**config.mk**
```make
export PLATFORM = sky130hd
export DESIGN_NAME = dma_channel_control
export DESIGN_NICKNAME = d
export VERILOG_FILES = /design/src/verilog/dma_channel_control_pkg.sv /design/src/verilog/dma_channel_control.sv
export SDC_FILE = /design/constraint.sdc
export NUM_CORES = 1
export LEC_CHECK = 0
export ABC_AREA = 1
export BUFFER_PORTS_ARGS = -buffer_cell sky130_fd_sc_hd__buf_4
export CAP_MARGIN = 30
export CORE_MARGIN = 3
export CORE_UTILIZATION = 50
export CTS_CLUSTER_DIAMETER = 30
export DETAILED_ROUTE_END_ITERATION = 10
export PLACE_DENSITY = 0.79
export SLEW_MARGIN = 20
export SYNTH_ARGS = -nofsm -noshare
export SYNTH_HDL_FRONTEND = slang
export SYNTH_SLANG_ARGS = --single-unit
```
**constraint.sdc**
```tcl
create_clock -name pclk -period 1.55 [get_ports pclk]
set_input_delay 0.31 -clock pclk [delete_from_list [all_inputs] [get_ports pclk]]
set_output_delay 0.31 -clock pclk [all_outputs]
set_load 0.02 [all_outputs]
```
**src/verilog/dma_channel_control_pkg.sv**
```systemverilog
// constants, register layout and carrier types for the dma channel control block
package dma_channel_control_pkg;

	// ---------------------------------------------------------------------
	// geometry
	// ---------------------------------------------------------------------
	localparam int          NUM_CH     = 2;
	localparam int          ADDR_W     = 8;
	localparam int          CTL_W      = 16;
	localparam int          STEP_W     = 8;

	// ---------------------------------------------------------------------
	// register map (byte addresses)
	// ---------------------------------------------------------------------
	localparam logic [7:0]  CTL0_OFF   = 8'h00;
	localparam logic [7:0]  CTL1_OFF   = 8'h10;

	// ---------------------------------------------------------------------
	// reset values and field positions
	// ---------------------------------------------------------------------
	localparam logic [15:0] CTL_RESET  = 16'h0000;
	localparam logic [15:0] UPPER_ZERO = 16'h0000;
	localparam int          TE_BIT     = 1;
	localparam logic        ACK_IDLE_RESET = 1'b1;

	// ---------------------------------------------------------------------
	// field encodings
	// ---------------------------------------------------------------------
	typedef enum logic [1:0] {
		STEP_FIXED = 2'b00,
		STEP_INC   = 2'b01,
		STEP_DEC   = 2'b10,
		STEP_RSVD  = 2'b11
	} step_mode_e;

	typedef enum logic [1:0] {
		UNIT_BYTE  = 2'b00,
		UNIT_WORD  = 2'b01,
		UNIT_LONG  = 2'b10,
		UNIT_SIXTEEN = 2'b11
	} unit_size_e;

	localparam logic [7:0]  BYTES_BYTE = 8'h01;
	localparam logic [7:0]  BYTES_WORD = 8'h02;
	localparam logic [7:0]  BYTES_LONG = 8'h04;
	localparam logic [7:0]  BYTES_SIXTEEN = 8'h10;

	// ---------------------------------------------------------------------
	// channel control register, bit 15 first
	// ---------------------------------------------------------------------
	typedef struct packed {
		step_mode_e dest_step_mode;
		step_mode_e src_step_mode;
		unit_size_e unit_size;
		logic       self_request_select;
		logic       ack_phase_direction;
		logic       ack_polarity;
		logic       request_detect_kind;
		logic       request_sense_level;
		logic       bus_mode_select;
		logic       address_mode_select;
		logic       end_irq_enable;
		logic       transfer_end_flag;
		logic       channel_enable;
	} ctl_s;

	// events from the transfer engine, per channel
	typedef struct packed {
		logic       count_zero_end;
		logic       req_taken;
		logic       ack_read_phase;
		logic       ack_write_phase;
	} evt_s;

	// configuration handed to the transfer engine, per channel
	typedef struct packed {
		logic              run_enable;
		logic              req_valid;
		logic              burst_mode;
		logic              single_mode;
		logic              dir_to_memory;
		unit_size_e        unit_size;
		logic [STEP_W-1:0] src_step;
		logic [STEP_W-1:0] dst_step;
	} cfg_s;

endpackage : dma_channel_control_pkg

```
**src/verilog/dma_channel_control.sv**
```systemverilog
// two-channel dma control and status registers with request and acknowledge pin logic
//
// Operation
// - each control register is a 32-bit word; only the low half holds fields
// - reset and standby clear the registers; module standby keeps them unchanged
// - bits 31 to 16 read zero; software writes zero there
// - transfer end flag is clear-only: writing zero after reading one clears, writing one never sets
// - destination mode bits 15:14 give fixed, increment or decrement; 11 prohibited
// - destination step equals unit size: 1, 2, 4 or 16, negated for decrement
// - single address, memory to device: destination mode is ignored
// - source mode bits 13:12 give fixed, increment or decrement by unit size
// - sixteen-byte unit always advances the source address by 16
// - single address, device to memory: source mode is ignored
// - size bits 11:10 pick byte, word, longword or sixteen-byte unit
// - bit 9 picks external or peripheral requests (0) or self requests (1)
// - bit 8 picks ack in read or write cycle, or single mode direction
// - bit 7 makes the acknowledge output active low (0) or high (1)
// - bit 6 senses the request input by level (0) or edge (1)
// - bit 5 picks low or falling (0), high or rising (1) request sense
// - bit 4 picks cycle-steal (0) or burst (1) bus mode
// - bit 3 picks dual address (0) or single address (1) mode
// - with bit 2 set, a set transfer end flag raises the end interrupt
// - transfer end flag sets only when remaining count reaches zero
// - bit 0 enables transfers; clearing it stops an ongoing transfer
`timescale 1ns/10ps
module dma_channel_control
(
	// clock and reset
	input  wire logic                                          pclk,
	input  wire logic                                          presetn,
	// apb slave
	input  wire logic                                          psel,
	input  wire logic                                          penable,
	input  wire logic                                          pwrite,
	input  wire logic [dma_channel_control_pkg::ADDR_W-1:0]    paddr,
	input  wire logic [31:0]                                   pwdata,
	output logic      [31:0]                                   prdata,
	output logic                                               pready,
	output logic                                               pslverr,
	// power states
	input  wire logic                                          standby,
	input  wire logic                                          module_standby,
	input  wire logic                                          master_enable,
	// external device pins
	input  wire logic [dma_channel_control_pkg::NUM_CH-1:0]    transfer_req_in,
	output logic      [dma_channel_control_pkg::NUM_CH-1:0]    transfer_ack_out,
	// transfer engine side
	input  dma_channel_control_pkg::evt_s                      evt [dma_channel_control_pkg::NUM_CH],
	output dma_channel_control_pkg::cfg_s                      cfg [dma_channel_control_pkg::NUM_CH],
	output logic      [dma_channel_control_pkg::NUM_CH-1:0]    transfer_end_irq
);

	// ---------------------------------------------------------------------
	// bus decode
	// ---------------------------------------------------------------------
	logic [dma_channel_control_pkg::NUM_CH-1:0] hit;
	logic                                       mapped;
	logic                                       access;
	logic                                       setup;
	logic                                       wr_done;
	logic                                       rd_done;
	logic [dma_channel_control_pkg::CTL_W-1:0]  ctl_bits [dma_channel_control_pkg::NUM_CH];
	logic [31:0]                                rd_word;

	always_comb
	begin
		hit = '0;
		if (paddr == dma_channel_control_pkg::CTL0_OFF)
		begin
			hit[0] = 1'b1;
		end
		else if (paddr == dma_channel_control_pkg::CTL1_OFF)
		begin
			hit[1] = 1'b1;
		end
	end

	assign mapped  = |hit;
	assign setup   = psel & ~penable;
	assign access  = psel & penable;
	// zero wait states: every access completes in its first access cycle
	assign pready  = 1'b1;
	assign pslverr = access & ~mapped;
	// module standby freezes the register contents, so its writes are dropped
	assign wr_done = access & pwrite & mapped & ~module_standby;
	assign rd_done = access & ~pwrite & mapped;

	always_comb
	begin
		rd_word = 32'h0000_0000;
		if (hit[0])
		begin
			rd_word = {dma_channel_control_pkg::UPPER_ZERO, ctl_bits[0]};
		end
		else if (hit[1])
		begin
			rd_word = {dma_channel_control_pkg::UPPER_ZERO, ctl_bits[1]};
		end
	end

	// read data is captured in the setup cycle so that it comes from a flop
	always_ff @(posedge pclk or negedge presetn)
	begin
		if (!presetn)
		begin
			prdata <= 32'h0000_0000;
		end
		else if (setup && !pwrite)
		begin
			prdata <= rd_word;
		end
	end

	// ---------------------------------------------------------------------
	// per-channel logic
	// ---------------------------------------------------------------------
	genvar ch;
	generate
		for (ch = 0; ch < dma_channel_control_pkg::NUM_CH; ch++)
		begin : g_ch
			dma_channel_control_pkg::ctl_s ctl_q;
			dma_channel_control_pkg::ctl_s wr_val;
			logic                          wr_this;
			logic                          te_seen_q;
			logic                          te_set;
			logic                          te_clear;
			logic                          req_sync1_q;
			logic                          req_sync2_q;
			logic                          req_prev_q;
			logic                          edge_seen;
			logic                          level_seen;
			logic                          pend_q;
			logic                          run;
			logic                          ack_active;
			logic                          ack_q;
			logic                          src_ignored;
			logic                          dst_ignored;
			logic [7:0]                    unit_bytes;
			logic [7:0]                    src_step_d;
			logic [7:0]                    dst_step_d;
			logic [7:0]                    src_step_q;
			logic [7:0]                    dst_step_q;

			assign ctl_bits[ch] = ctl_q;
			assign wr_this      = wr_done & hit[ch];
			assign wr_val       = pwdata[dma_channel_control_pkg::CTL_W-1:0];

			// -------------------------------------------------------------
			// transfer end flag
			// -------------------------------------------------------------
			// the engine pulses count_zero_end only on a normal end; aborts leave it low
			assign te_set   = evt[ch].count_zero_end & ~module_standby;
			// a zero write clears only after the flag was read as one
			assign te_clear = wr_this & ~wr_val.transfer_end_flag & te_seen_q;

			always_ff @(posedge pclk or negedge presetn)
			begin
				if (!presetn)
				begin
					te_seen_q <= 1'b0;
				end
				else if (standby || wr_this)
				begin
					te_seen_q <= 1'b0;
				end
				else if (rd_done && hit[ch])
				begin
					te_seen_q <= ctl_q.transfer_end_flag;
				end
			end

			// -------------------------------------------------------------
			// control register
			// -------------------------------------------------------------
			always_ff @(posedge pclk or negedge presetn)
			begin
				if (!presetn)
				begin
					ctl_q <= dma_channel_control_pkg::CTL_RESET;
				end
				else if (standby)
				begin
					ctl_q <= dma_channel_control_pkg::CTL_RESET;
				end
				else if (!module_standby)
				begin
					if (wr_this)
					begin
						ctl_q                  <= wr_val;
						// writing one keeps the old value; set beats a same-cycle clear
						ctl_q.transfer_end_flag <= te_set | (ctl_q.transfer_end_flag & ~te_clear);
					end
					else if (te_set)
					begin
						ctl_q.transfer_end_flag <= 1'b1;
					end
				end
			end

			// a set end flag blocks a new start even with the enable bit high
			assign run = ctl_q.channel_enable & master_enable & ~ctl_q.transfer_end_flag;

			// -------------------------------------------------------------
			// request input synchroniser and detector
			// -------------------------------------------------------------
			always_ff @(posedge pclk or negedge presetn)
			begin
				if (!presetn)
				begin
					req_sync1_q <= 1'b0;
					req_sync2_q <= 1'b0;
					req_prev_q  <= 1'b0;
				end
				else
				begin
					req_sync1_q <= transfer_req_in[ch];
					req_sync2_q <= req_sync1_q;
					req_prev_q  <= req_sync2_q;
				end
			end

			assign level_seen = (req_sync2_q == ctl_q.request_sense_level);
			assign edge_seen  = (req_sync2_q == ctl_q.request_sense_level) &
			                    (req_prev_q != ctl_q.request_sense_level);

			// an edge is remembered until the engine takes it; a new edge wins
			always_ff @(posedge pclk or negedge presetn)
			begin
				if (!presetn)
				begin
					pend_q <= 1'b0;
				end
				else if (!run || !ctl_q.request_detect_kind)
				begin
					pend_q <= 1'b0;
				end
				else if (edge_seen)
				begin
					pend_q <= 1'b1;
				end
				else if (evt[ch].req_taken)
				begin
					pend_q <= 1'b0;
				end
			end

			// -------------------------------------------------------------
			// acknowledge output
			// -------------------------------------------------------------
			always_comb
			begin
				ack_active = 1'b0;
				if (ctl_q.address_mode_select)
				begin
					// single address: the device is addressed for the whole unit
					ack_active = evt[ch].ack_read_phase | evt[ch].ack_write_phase;
				end
				else if (ctl_q.ack_phase_direction)
				begin
					ack_active = evt[ch].ack_write_phase;
				end
				else
				begin
					ack_active = evt[ch].ack_read_phase;
				end
			end

			always_ff @(posedge pclk or negedge presetn)
			begin
				if (!presetn)
				begin
					ack_q <= dma_channel_control_pkg::ACK_IDLE_RESET;
				end
				else
				begin
					ack_q <= (ack_active & run) ~^ ctl_q.ack_polarity;
				end
			end

			assign transfer_ack_out[ch] = ack_q;

			// -------------------------------------------------------------
			// address stepping
			// -------------------------------------------------------------
			always_comb
			begin
				unit_bytes = dma_channel_control_pkg::BYTES_BYTE;
				case (ctl_q.unit_size)
					dma_channel_control_pkg::UNIT_BYTE:
						unit_bytes = dma_channel_control_pkg::BYTES_BYTE;
					dma_channel_control_pkg::UNIT_WORD:
						unit_bytes = dma_channel_control_pkg::BYTES_WORD;
					dma_channel_control_pkg::UNIT_LONG:
						unit_bytes = dma_channel_control_pkg::BYTES_LONG;
					default:
						unit_bytes = dma_channel_control_pkg::BYTES_SIXTEEN;
				endcase
			end

			assign dst_ignored = ctl_q.address_mode_select & ~ctl_q.ack_phase_direction;
			assign src_ignored = ctl_q.address_mode_select & ctl_q.ack_phase_direction;

			always_comb
			begin
				dst_step_d = 8'h00;
				if (!dst_ignored)
				begin
					case (ctl_q.dest_step_mode)
						dma_channel_control_pkg::STEP_INC:
							dst_step_d = unit_bytes;
						dma_channel_control_pkg::STEP_DEC:
							dst_step_d = 8'(-unit_bytes);
						// fixed, and the prohibited code is treated as fixed
						default:
							dst_step_d = 8'h00;
					endcase
				end
			end

			always_comb
			begin
				src_step_d = 8'h00;
				if (ctl_q.unit_size == dma_channel_control_pkg::UNIT_SIXTEEN)
				begin
					src_step_d = dma_channel_control_pkg::BYTES_SIXTEEN;
				end
				else if (!src_ignored)
				begin
					case (ctl_q.src_step_mode)
						dma_channel_control_pkg::STEP_INC:
							src_step_d = unit_bytes;
						dma_channel_control_pkg::STEP_DEC:
							src_step_d = 8'(-unit_bytes);
						default:
							src_step_d = 8'h00;
					endcase
				end
			end

			always_ff @(posedge pclk or negedge presetn)
			begin
				if (!presetn)
				begin
					src_step_q <= 8'h00;
					dst_step_q <= 8'h00;
				end
				else
				begin
					src_step_q <= src_step_d;
					dst_step_q <= dst_step_d;
				end
			end

			// -------------------------------------------------------------
			// engine configuration and interrupt
			// -------------------------------------------------------------
			always_comb
			begin
				cfg[ch].run_enable    = run;
				cfg[ch].req_valid     = run & (ctl_q.self_request_select |
				                        (ctl_q.request_detect_kind ? pend_q : level_seen));
				cfg[ch].burst_mode    = ctl_q.bus_mode_select;
				cfg[ch].single_mode   = ctl_q.address_mode_select;
				cfg[ch].dir_to_memory = ctl_q.ack_phase_direction;
				cfg[ch].unit_size     = ctl_q.unit_size;
				cfg[ch].src_step      = src_step_q;
				cfg[ch].dst_step      = dst_step_q;
			end

			assign transfer_end_irq[ch] = ctl_q.end_irq_enable & ctl_q.transfer_end_flag;
		end
	endgenerate

endmodule : dma_channel_control

```
== After elaboration in Yosys (flattened, before gate mapping) ==
Index checks and enable logic that the tools add are counted.

* Add/subtract/negate cells: 2
* Equality and inequality tests: 20
* Muxes and demuxes: 45
* Bitwise gates (word level): 53
* Reductions and logical operators: 28

{| class="wikitable"
|+ Operators with widths
! operator !! number
|-
| $mux W16 || 5
|-
| $pmux W8 S2 || 4
|-
| $mux W8 || 6
|-
| $and A1 B1 Y1 || 34
|-
| $mux W32 || 1
|-
| $pmux W5 S3 || 2
|-
| $mux W14 || 2
|-
| $mux W1 || 25
|-
| $eq A2 B2 Y1 const B || 8
|-
| $neg A8 Y8 || 2
|-
| $eq A2 B1 Y1 const B || 6
|-
| $reduce_bool A3 Y1 || 4
|-
| $not A1 Y1 || 11
|-
| $eq A8 B5 Y1 const B || 1
|-
| $logic_not A8 Y1 || 1
|-
| $reduce_and A2 Y1 || 4
|-
| $reduce_bool A2 Y1 || 4
|-
| $or A1 B1 Y1 || 6
|-
| $logic_not A1 Y1 || 5
|-
| $logic_not A2 Y1 || 2
|-
| $logic_or A1 B1 Y1 || 4
|-
| $logic_and A1 B1 Y1 || 3
|-
| $eq A1 B1 Y1 || 2
|-
| $ne A1 B1 Y1 || 2
|-
| 3 further kinds || 4
|}

* Register bits after elaboration: 108
* Bits of input ports: 58
* Output and inout port bits: 84
* Word-level logic and storage cells: 191

== Longest topological paths before layout ==
Gate-level depths: netlist (run 1).

* Depth after elaboration: 15
* Depth in mapped cells: 9
* Depth with buffers taken out: 8

== Least setup slack after synthesis (run 1) ==
No wires, ideal clock.

* Path type: input -> output
* From: in paddr[3] in the netlist's numbering
* To: out pslverr
* Data arrival time: 1.228 ns
* Required time: 1.240 ns
* Setup slack: 0.012 ns
* Stages on the path: 6
* Path buffers: 2
* Path through: nor2_2 nand2_2 nor2_4 buf_6 buf_12 nor3_1

* Cells in the longest elaborated chain, start to end: 6
* Elaborated cells on any way between the ends: 8
* Those cells by class: eq/ne (1); mux (3); bitwise (2); reduce/logical (2)

{| class="wikitable"
|+ Ends and longest elaborated chain
! what !! line !! RTL
|-
| start, declared || dma_channel_control.sv:35 || <nowiki>input wire logic [dma_channel_control_pkg::ADDR_W-1:0] paddr,</nowiki>
|-
| $eq A8 B5 Y1 || dma_channel_control.sv:72 || <nowiki>else if (paddr == dma_channel_control_pkg::CTL1_OFF)</nowiki>
|-
| $mux W1 || dma_channel_control.sv:72 ||
|-
| $mux W1 || dma_channel_control.sv:68 || <nowiki>if (paddr == dma_channel_control_pkg::CTL0_OFF)</nowiki>
|-
| $reduce_or A2 Y1 * || dma_channel_control.sv:78 || <nowiki>assign mapped = |hit;</nowiki>
|-
| $not A1 Y1 * || dma_channel_control.sv:83 || <nowiki>assign pslverr = access & ~mapped;</nowiki>
|-
| $and A1 B1 Y1 * || dma_channel_control.sv:83 ||
|-
| end, declared || dma_channel_control.sv:39 || <nowiki>output logic pslverr,</nowiki>
|}

Mark *: on every way between the ends. The rest lies on a longest branch, timed or not.

==> results of run 1 <==
## kinds of logic after synthesis
family / count (synthesis)
compound gates: 69
buf+inv: 104
flops: 88
other cells: 2
xor+xnor: 2
fa+ha+maj: 12
simple gates: 226
## worst paths after layout
| kind | endpoint | cells after the start | slack [ns] |
|---|---|---|---|
| max | cfg[44] | 6 | -0.06 |
| max reg2reg | g_ch[0].dst_step_q[4] | 5 | 0.14 |
| min reg2reg | g_ch[1].req_sync2_q | 0 | 0.36 |
| min | g_ch[1].req_sync1_q | 1 | 0.05 |
| max in group asynchronous | g_ch[1].ack_q | 3 | 0.63 |
| min in group asynchronous | g_ch[0].src_step_q[0] | 2 | 0.37 |
## Yosys cell counts, drive strengths merged, types with 4 or more instances
master	number	share of area, %
ha	12	3.5
nand3	45	5.4
inv	52	4.6
clkbuf	4	0.35
nor3	4	0.47
buf	48	8.2
nand2	139	13
a211oi	4	0.70
dfrtp	86	50
o21ai	47	5.7
nor2	33	3.3
a21oi	14	1.6
## worst max-delay path: stages (launching register included)
cell,delay (ns)
dfrtp_1,0.42
inv_2,0.06
nand2_1,0.04
nand2_1,0.07
nand2_2,0.06
a21oi_2,0.14
buf_4,0.15
## sequential cells by signal, indices dropped and copies added, names as in the netlist
signal	cells
g_ch.req_sync2_q	2
cfg	10
g_ch.req_prev_q	2
g_ch.ack_q	2
ctl_bits	22
g_ch.dst_step_q	14
g_ch.pend_q	2
g_ch.req_sync1_q	2
g_ch.src_step_q	14
g_ch.te_seen_q	2
prdata	16
## report_power, final
group	switching [uW]	internal [uW]
Combinational	200	124
Clock	793	910
Sequential	8.92	2310
## cell type report
class | count | area [sq um]
Inverter | 52 | 195
Fill cell | 693 | 2910
Timing Repair Buffer | 127 | 1010
Clock buffer | 11 | 131
Multi-Input combinational cell | 326 | 1600
Sequential cell | 88 | 2200
Clock inverter | 5 | 81.3
Tap cell | 105 | 131
## layer usage
metal / share of wire [%] / GRT usage (%)
met1: 41 / 27.1
met2: 50 / 35.7
met3: 6.4 / 3.82
met4: 2.7 / 10.2
met5: 0 / 0
## through the flow
step           worst slack [ns]  area, sq um
6_report                -0.0591         5350
3_5_place_dp              0.147         5070
2_1_floorplan            0.0117         4340
5_1_grt                  -0.132         5350
4_1_cts                 -0.0584         5350
3_3_place_gp              0.170         5070
## timing repair
| item | 4_1_cts | 5_1_grt |
|---|---|---|
| endpoints found under the setup margin | 4 | 4 |
| hold endpoints to repair | 17 | 0 |
| pin swaps | 0 | 1 |
| hold buffers | 1 | 0 |
| buffers inserted | 4 | 0 |
| resized for setup | 8 | 4 |
==> metrics, run 1 <==
Non-Filler Instances=714; post-synthesis cell area=4290 sq um; first-pass GRT wire length=16.8 mm; Cell Rows=33; nets@finish=674; ys flop type=dfrtp_1; Core Util, Final=64.8%; full die area=9720 sq um; I/O Pins=142; H-tree Lvls=3; clock tree root buffer cell=clkbuf_8; initial antenna violation count=0; mux cell area share after synthesis=0%; Detailed Place HPWL=7.45 mm; DR vias=3599; CTS Buf Count=9; Worst Setup SP=ctl_bits[21]; Synthesis Warnings=0; post-synthesis compound-gate area fraction=8.76%; simple-gate share of the synthesized area=22.7%; maximum vdd drop=0.533 mV; Leak=0.00283 uW; Worst Hold Class=input pin to register; Final Hold Vio Count=0; chip height=98.6 um; vias in the first global route=3510; startpoint types=register; fin. max-slew vios=0; Tcrit/Tclk final=104%; outcome=complete, but fails checks; Final Power=4340 uW; placed cell count=693; CP endpoint kind=primary output; FMAX=621 MHz; Clock Sink Count=88; Power Density=812 nW/um^2; Avg Inst Size Synth=8.52 sq um; most frequent cells in the layout=nand2_1, buf_4, dfrtp_1; WHS=0.0548 ns; die span in x=98.6 um; Worst EP arrival=1.30 ns; Via density=5.04; Async SR Flop Fraction=100%; synthesis-to-finish area growth=24.8%; max cap viols=0; core area=8260 sq um; Fin Setup TNS=-0.0975 ns; most common cell after layout, fill and taps aside=nand2_1; reg2reg start=ctl_bits[30]; largest family of logic cells by synthesized area=simple AND/OR/NAND/NOR gates; layout cells sized above 1=28.6%; grt total ovfl=0; RSZ-0062 raised after global routing=true; Mapped Cells=503; Total GRT Usage=21.4%; largest net degree at the start of global routing=54; Critical Path RT=1.24 ns; Clock Skew=0.0123 ns; WL per Instance=14.3 um; Synth Area in Adders=3.50%; GPL Wtd Cong=0.833; post-layout min period=1.61 ns; initial core utilization=51.9%; TritonCTS clock tree=built; Residual DRC=0; ANT cells=0; Synth Register Bits=88; final number of setup-violating endpoints=2; Initial DRC Count=170; xor/xnor cell area share of the yosys netlist=0.409%; clock slew at reported path FFs=0.09 ns; register area share after synthesis=51.4%; CP max FO=3; failing checks=setup timing; Hold Startpoint=transfer_req_in[1]; final worst slack=-0.0591 ns; Clock Latency Late Sink=0.35 ns; clk buf depth=2; number of enable flip-flop cells after synthesis=0; Synth cell types=32; port bufs=108; drt total wl=10.2 mm; post-route ant nets=0; WS Path Type=register to primary output; TritonRoute pass-1 iters=4
Note: power is estimated with default switching activity, not from simulation.
==> inputs of run 2 (changes only) <==
--- a/config.mk
+++ b/config.mk
@@ -8,6 +8,7 @@
 export ABC_AREA = 1
 export BUFFER_PORTS_ARGS = -buffer_cell sky130_fd_sc_hd__buf_4
 export CAP_MARGIN = 30
+export CORE_ASPECT_RATIO = 1.75
 export CORE_MARGIN = 3
 export CORE_UTILIZATION = 50
 export CTS_CLUSTER_DIAMETER = 30
@@ -17,3 +18,4 @@
 export SYNTH_ARGS = -nofsm -noshare
 export SYNTH_HDL_FRONTEND = slang
 export SYNTH_SLANG_ARGS = --single-unit
+export TNS_END_PERCENT = 10
==> metrics, run 2 (same netlist as run 1, synthesis figures left out) <==
I/O Pins=142; Clock Sink Count=88; Detailed Place HPWL=7.86 mm; CP endpoint kind=primary output; die span in x=76.0 um; Total GRT Usage=21.6%; layout cells sized above 1=27.9%; grt total ovfl=0; Final Power=4650 uW; post-route ant nets=0; final instance area=5420 sq um; final number of setup-violating endpoints=2; WHS=0.0765 ns; Power Density=858 nW/um^2; reg2reg start=ctl_bits[12]; Worst EP arrival=1.30 ns; maximum vdd drop=0.692 mV; TritonCTS clock tree=built; Clock Latency Late Sink=0.34 ns; most frequent cells in the layout=nand2_1, buf_4, dfrtp_1; Worst Hold Class=input pin to register; WL per Instance=14.3 um; initial core utilization=51.6%; most common cell after layout, fill and taps aside=nand2_1; Fin Setup TNS=-0.114 ns; nets@finish=670; largest net degree at the start of global routing=54; initial antenna violation count=0; WS Path Type=register to primary output; ANT cells=0; clock slew at reported path FFs=0.06 ns; Final Hold Vio Count=0; Cell Area, Placed=5090 sq um; CTS Buf Count=9; Leak=0.00285 uW; final worst slack=-0.0580 ns; Worst Setup SP=ctl_bits[5]; synthesis-to-finish area growth=26.3%; clk buf depth=2; TritonRoute pass-1 iters=5; full die area=9760 sq um; CP max FO=3; GPL Wtd Cong=0.881; core area=8310 sq um; failing checks=setup timing; Fillers=688; Hold Startpoint=transfer_req_in[0]; RSZ-0062 raised after global routing=true; max cap viols=0; Residual DRC=0; port bufs=108; fin. max-slew vios=0; Critical Path RT=1.24 ns; Via density=4.99; DR vias=3593; Initial DRC Count=225; Clock Skew=0.00688 ns; dpl ws=0.00952 ns; Reg area=2200 sq um; drt total wl=10.3 mm; Cell Rows=44; H-tree Lvls=3; chip height=128 um; area occupied by multi-input gates=1610 sq um; outcome=complete, but fails checks; Tcrit/Tclk final=104%; max reg flops=22; first-pass GRT wire length=16.4 mm; clock tree root buffer cell=clkbuf_16; post-layout min period=1.61 ns; vias in the first global route=3590; startpoint types=register; FMAX=622 MHz
==> run 2: cell types whose count changed in the layout (fill, tap and decap cells not counted), sizes merged <==
cell    previous run  this run
buf              126       122
clkbuf            11        13
bufinv             2         0
==> run 2: metrics by stage <==
| step | utilization [%] | cells |
|---|---|---|
| 5_1_grt | 65.1 | 720 |
| 3_3_place_gp | 61.3 | 702 |
| 3_5_place_dp | 61.3 | 702 |
| 6_report | 65.1 | 720 |
| 4_1_cts | 64.9 | 719 |
| 2_1_floorplan | - | 518 |
==> run 2: final cells by class <==
class | count | share of cell area (%)
flip-flops and latches | 88 | 40.7
multi-input cells | 326 | 29.6
repair buffers | 123 | 18.3
clock buffers | 13 | 4.81
inverters | 52 | 3.60
well taps | 115 | 2.66
clock inverters | 3 | 0.323
==> run 2: critical path, stage by stage, from the launching register on <==
cell and delay [ns]:
dfrtp_1 0.40, inv_2 0.11, nand2_1 0.06, nand2_1 0.05, nand2_1 0.06, a21oi_2 0.13, buf_4 0.15
==> run 2: path summary, 6_finish.rpt <==
path / end / slack, ns / cells past startpoint
hold reg to reg: g_ch[1].req_sync2_q / 0.35 / 0
max in group asynchronous: g_ch[0].ack_q / 0.58 / 3
hold / removal: g_ch[0].req_sync1_q / 0.08 / 1
setup / recovery: cfg[21] / -0.06 / 6
setup reg to reg: g_ch[1].src_step_q[2] / 0.19 / 5
min in group asynchronous: g_ch[1].src_step_q[3] / 0.44 / 2
==> run 2: metal layers <==
layer  GRT usage, %  vias to the layer above  part of all wire [%]
met4           12.9                        0                   3.9
li1               -                     1736                     -
met2           42.8                      136                    57
met3           3.71                       29                   5.2
met1           20.3                     1692                    33
met5              0                        -                     0
==> run 2: what timing repair did <==
| action | 4_1_cts | 5_1_grt |
|---|---|---|
| gates resized for setup | 7 | 5 |
| setup endpoints to repair | 3 | 4 |
| hold buffers | 1 | 0 |
| pin swaps | 0 | 1 |
| buffers inserted | 0 | 1 |
| endpoints found under the hold margin | 20 | 0 |
==> run 2: power by group <==
part           switching, uW  internal (uW)  leakage [uW]
sequential              10.6           2310       0.00120
clock                    831           1170      0.000136
combinational            201            123       0.00151
total                   1040           3600       0.00285
==> inputs of run 3 (changes only) <==
--- a/config.mk
+++ b/config.mk
@@ -8,7 +8,6 @@
 export ABC_AREA = 1
 export BUFFER_PORTS_ARGS = -buffer_cell sky130_fd_sc_hd__buf_4
 export CAP_MARGIN = 30
-export CORE_ASPECT_RATIO = 1.75
 export CORE_MARGIN = 3
 export CORE_UTILIZATION = 50
 export CTS_CLUSTER_DIAMETER = 30
==> metrics, run 3 (same netlist as run 1, synthesis figures left out) <==
outcome=complete, but fails checks; failing checks=setup timing; core area=8260 sq um; Pint=3340 uW; Critical Path Sink=cfg[44]; CP endpoint kind=primary output; RSZ-0062 raised after global routing=true; Clock Latency Late Sink=0.37 ns; clk buf depth=2; vias in the first global route=3510; Switching Fraction=23.3%; Cell Rows=33; Worst Setup SP=ctl_bits[21]; initial core utilization=51.9%; startpoint types=register; Crit path top cell by count=nand2_1; reg2reg start=ctl_bits[30]; WS Path Type=register to primary output; Power Density=813 nW/um^2; Detailed Place HPWL=7.45 mm; full die area=9720 sq um; crit path cell chain=inv_2 > nand2_1 > nand2_1 > nand2_2 > a21oi_2 > buf_4; H-tree Lvls=3; maximum vdd drop=0.533 mV; FMAX=618 MHz; final number of setup-violating endpoints=2; Residual DRC=0; Comb power frac=7.3%; Cell Area, Placed=5070 sq um; max cap viols=0; clock tree root buffer cell=clkbuf_8; chip height=98.6 um; Total GRT Usage=21.4%; Worst EP arrival=1.31 ns; Seq pwr share=53.3%; CTS Buf Count=9; GPL Wtd Cong=0.833; ANT cells=0; nets@finish=673; DR vias=3625; port bufs=108; clock slew at reported path FFs=0.09 ns; die span in x=98.6 um; post-route ant nets=0; Tcrit/Tclk final=104%; max reg flops=22; final worst slack=-0.0692 ns; Critical Path Slowest Stage Cell=dfrtp_1; first-pass GRT wire length=16.8 mm; Final Power=4350 uW; most frequent cells in the layout=nand2_1, buf_4, dfrtp_1; WHS=0.0438 ns; Fin Setup TNS=-0.125 ns; post-layout min period=1.62 ns; worst reg2reg endpoint=g_ch[0].dst_step_q[4]; most common cell after layout, fill and taps aside=nand2_1; Core Util, Final=64.9%; reg2reg path depth=5; drt total wl=10.3 mm; Clock Skew=0.0145 ns; grt total ovfl=0; synthesis-to-finish area growth=25.0%; largest net degree at the start of global routing=54; Crit path largest cell delay=0.42 ns; TritonCTS clock tree=built; final instance area=5360 sq um; R2R Setup Slk=0.15 ns; WL per Instance=14.5 um; Clock power frac=39.4%; fin. max-slew vios=0; I/O Pins=142; Critical Path RT=1.24 ns; Psw=1020 uW; Final Hold Vio Count=0; Worst Hold Class=input pin to register; TritonRoute pass-1 iters=5; Leak=0.00282 uW; Initial DRC Count=189; Clock Sink Count=88; Via density=5.08; layout cells sized above 1=28.5%; initial antenna violation count=0; CP max FO=3
run 3: changes by cell type in the layout (fill, tap and decap cells not counted), moves of 2 or more:
cell	change
buf_4	+3
clkbuf_16	-9
clkbuf_8	+7
bufinv_16	+2
run 3: area by class of cell:
type	instances	area, sq um
inverters	52	198
clock buffers	11	131
flip-flops and latches	88	2200
repair buffers	126	1000
well taps	105	131
multi-input cells	326	1610
fillers	695	2900
clock inverters	5	81.3
run 3: worst max-delay path, delay by kind of cell (launching register included):
family / cells / cell delay (ns)
simple gates: 3 / 0.17
flops: 1 / 0.42
compound gates: 1 / 0.14
buf+inv: 2 / 0.21
run 3: per-layer routing:
metal | GRT usage [%] | wire length, um
met3 | 3.82 | 740
met5 | 0 | 0
met1 | 27.1 | 4150
met4 | 10.2 | 241
met2 | 35.7 | 5180
run 3: worst min path at each step:
stage          cells after the start                from                     to  slack (ns)
6_report                           1  transfer_req_in[1]    g_ch[1].req_sync1_q        0.04
4_1_cts                            1  transfer_req_in[1]    g_ch[1].req_sync1_q        0.04
3_3_place_gp                       1             presetn  g_ch[0].src_step_q[1]        0.20
2_1_floorplan                      0             presetn                cfg[16]        0.01
5_1_grt                            1  transfer_req_in[0]    g_ch[0].req_sync1_q        0.04
3_5_place_dp                       1             presetn  g_ch[0].src_step_q[0]        0.20
run 3: timing repair:
action	CTS	global route
pin swaps	0	1
buffers inserted	3	0
hold endpoints to repair	17	0
setup endpoints to repair	4	4
gates resized for setup	8	7
hold buffers	1	0
run 3: per-stage QoR:
stage	instances	setup WS [ns]
global placement	693	0.170
CTS	713	-0.0584
finish	713	-0.0692
global route	713	-0.132
floorplan	518	0.0117
detailed placement	693	0.147
run 3: power by group through the flow:
| stage | combinational (uW) | clock (uW) | sequential, uW |
|---|---|---|---|
| after global placement | 296 | 0 | 2360 |
| after detailed placement | 306 | 0 | 2370 |
| after global routing | 353 | 1810 | 2320 |
| final | 319 | 1710 | 2320 |
| after CTS | 319 | 1720 | 2320 |
| after floorplan | 163 | 0 | 2360 |
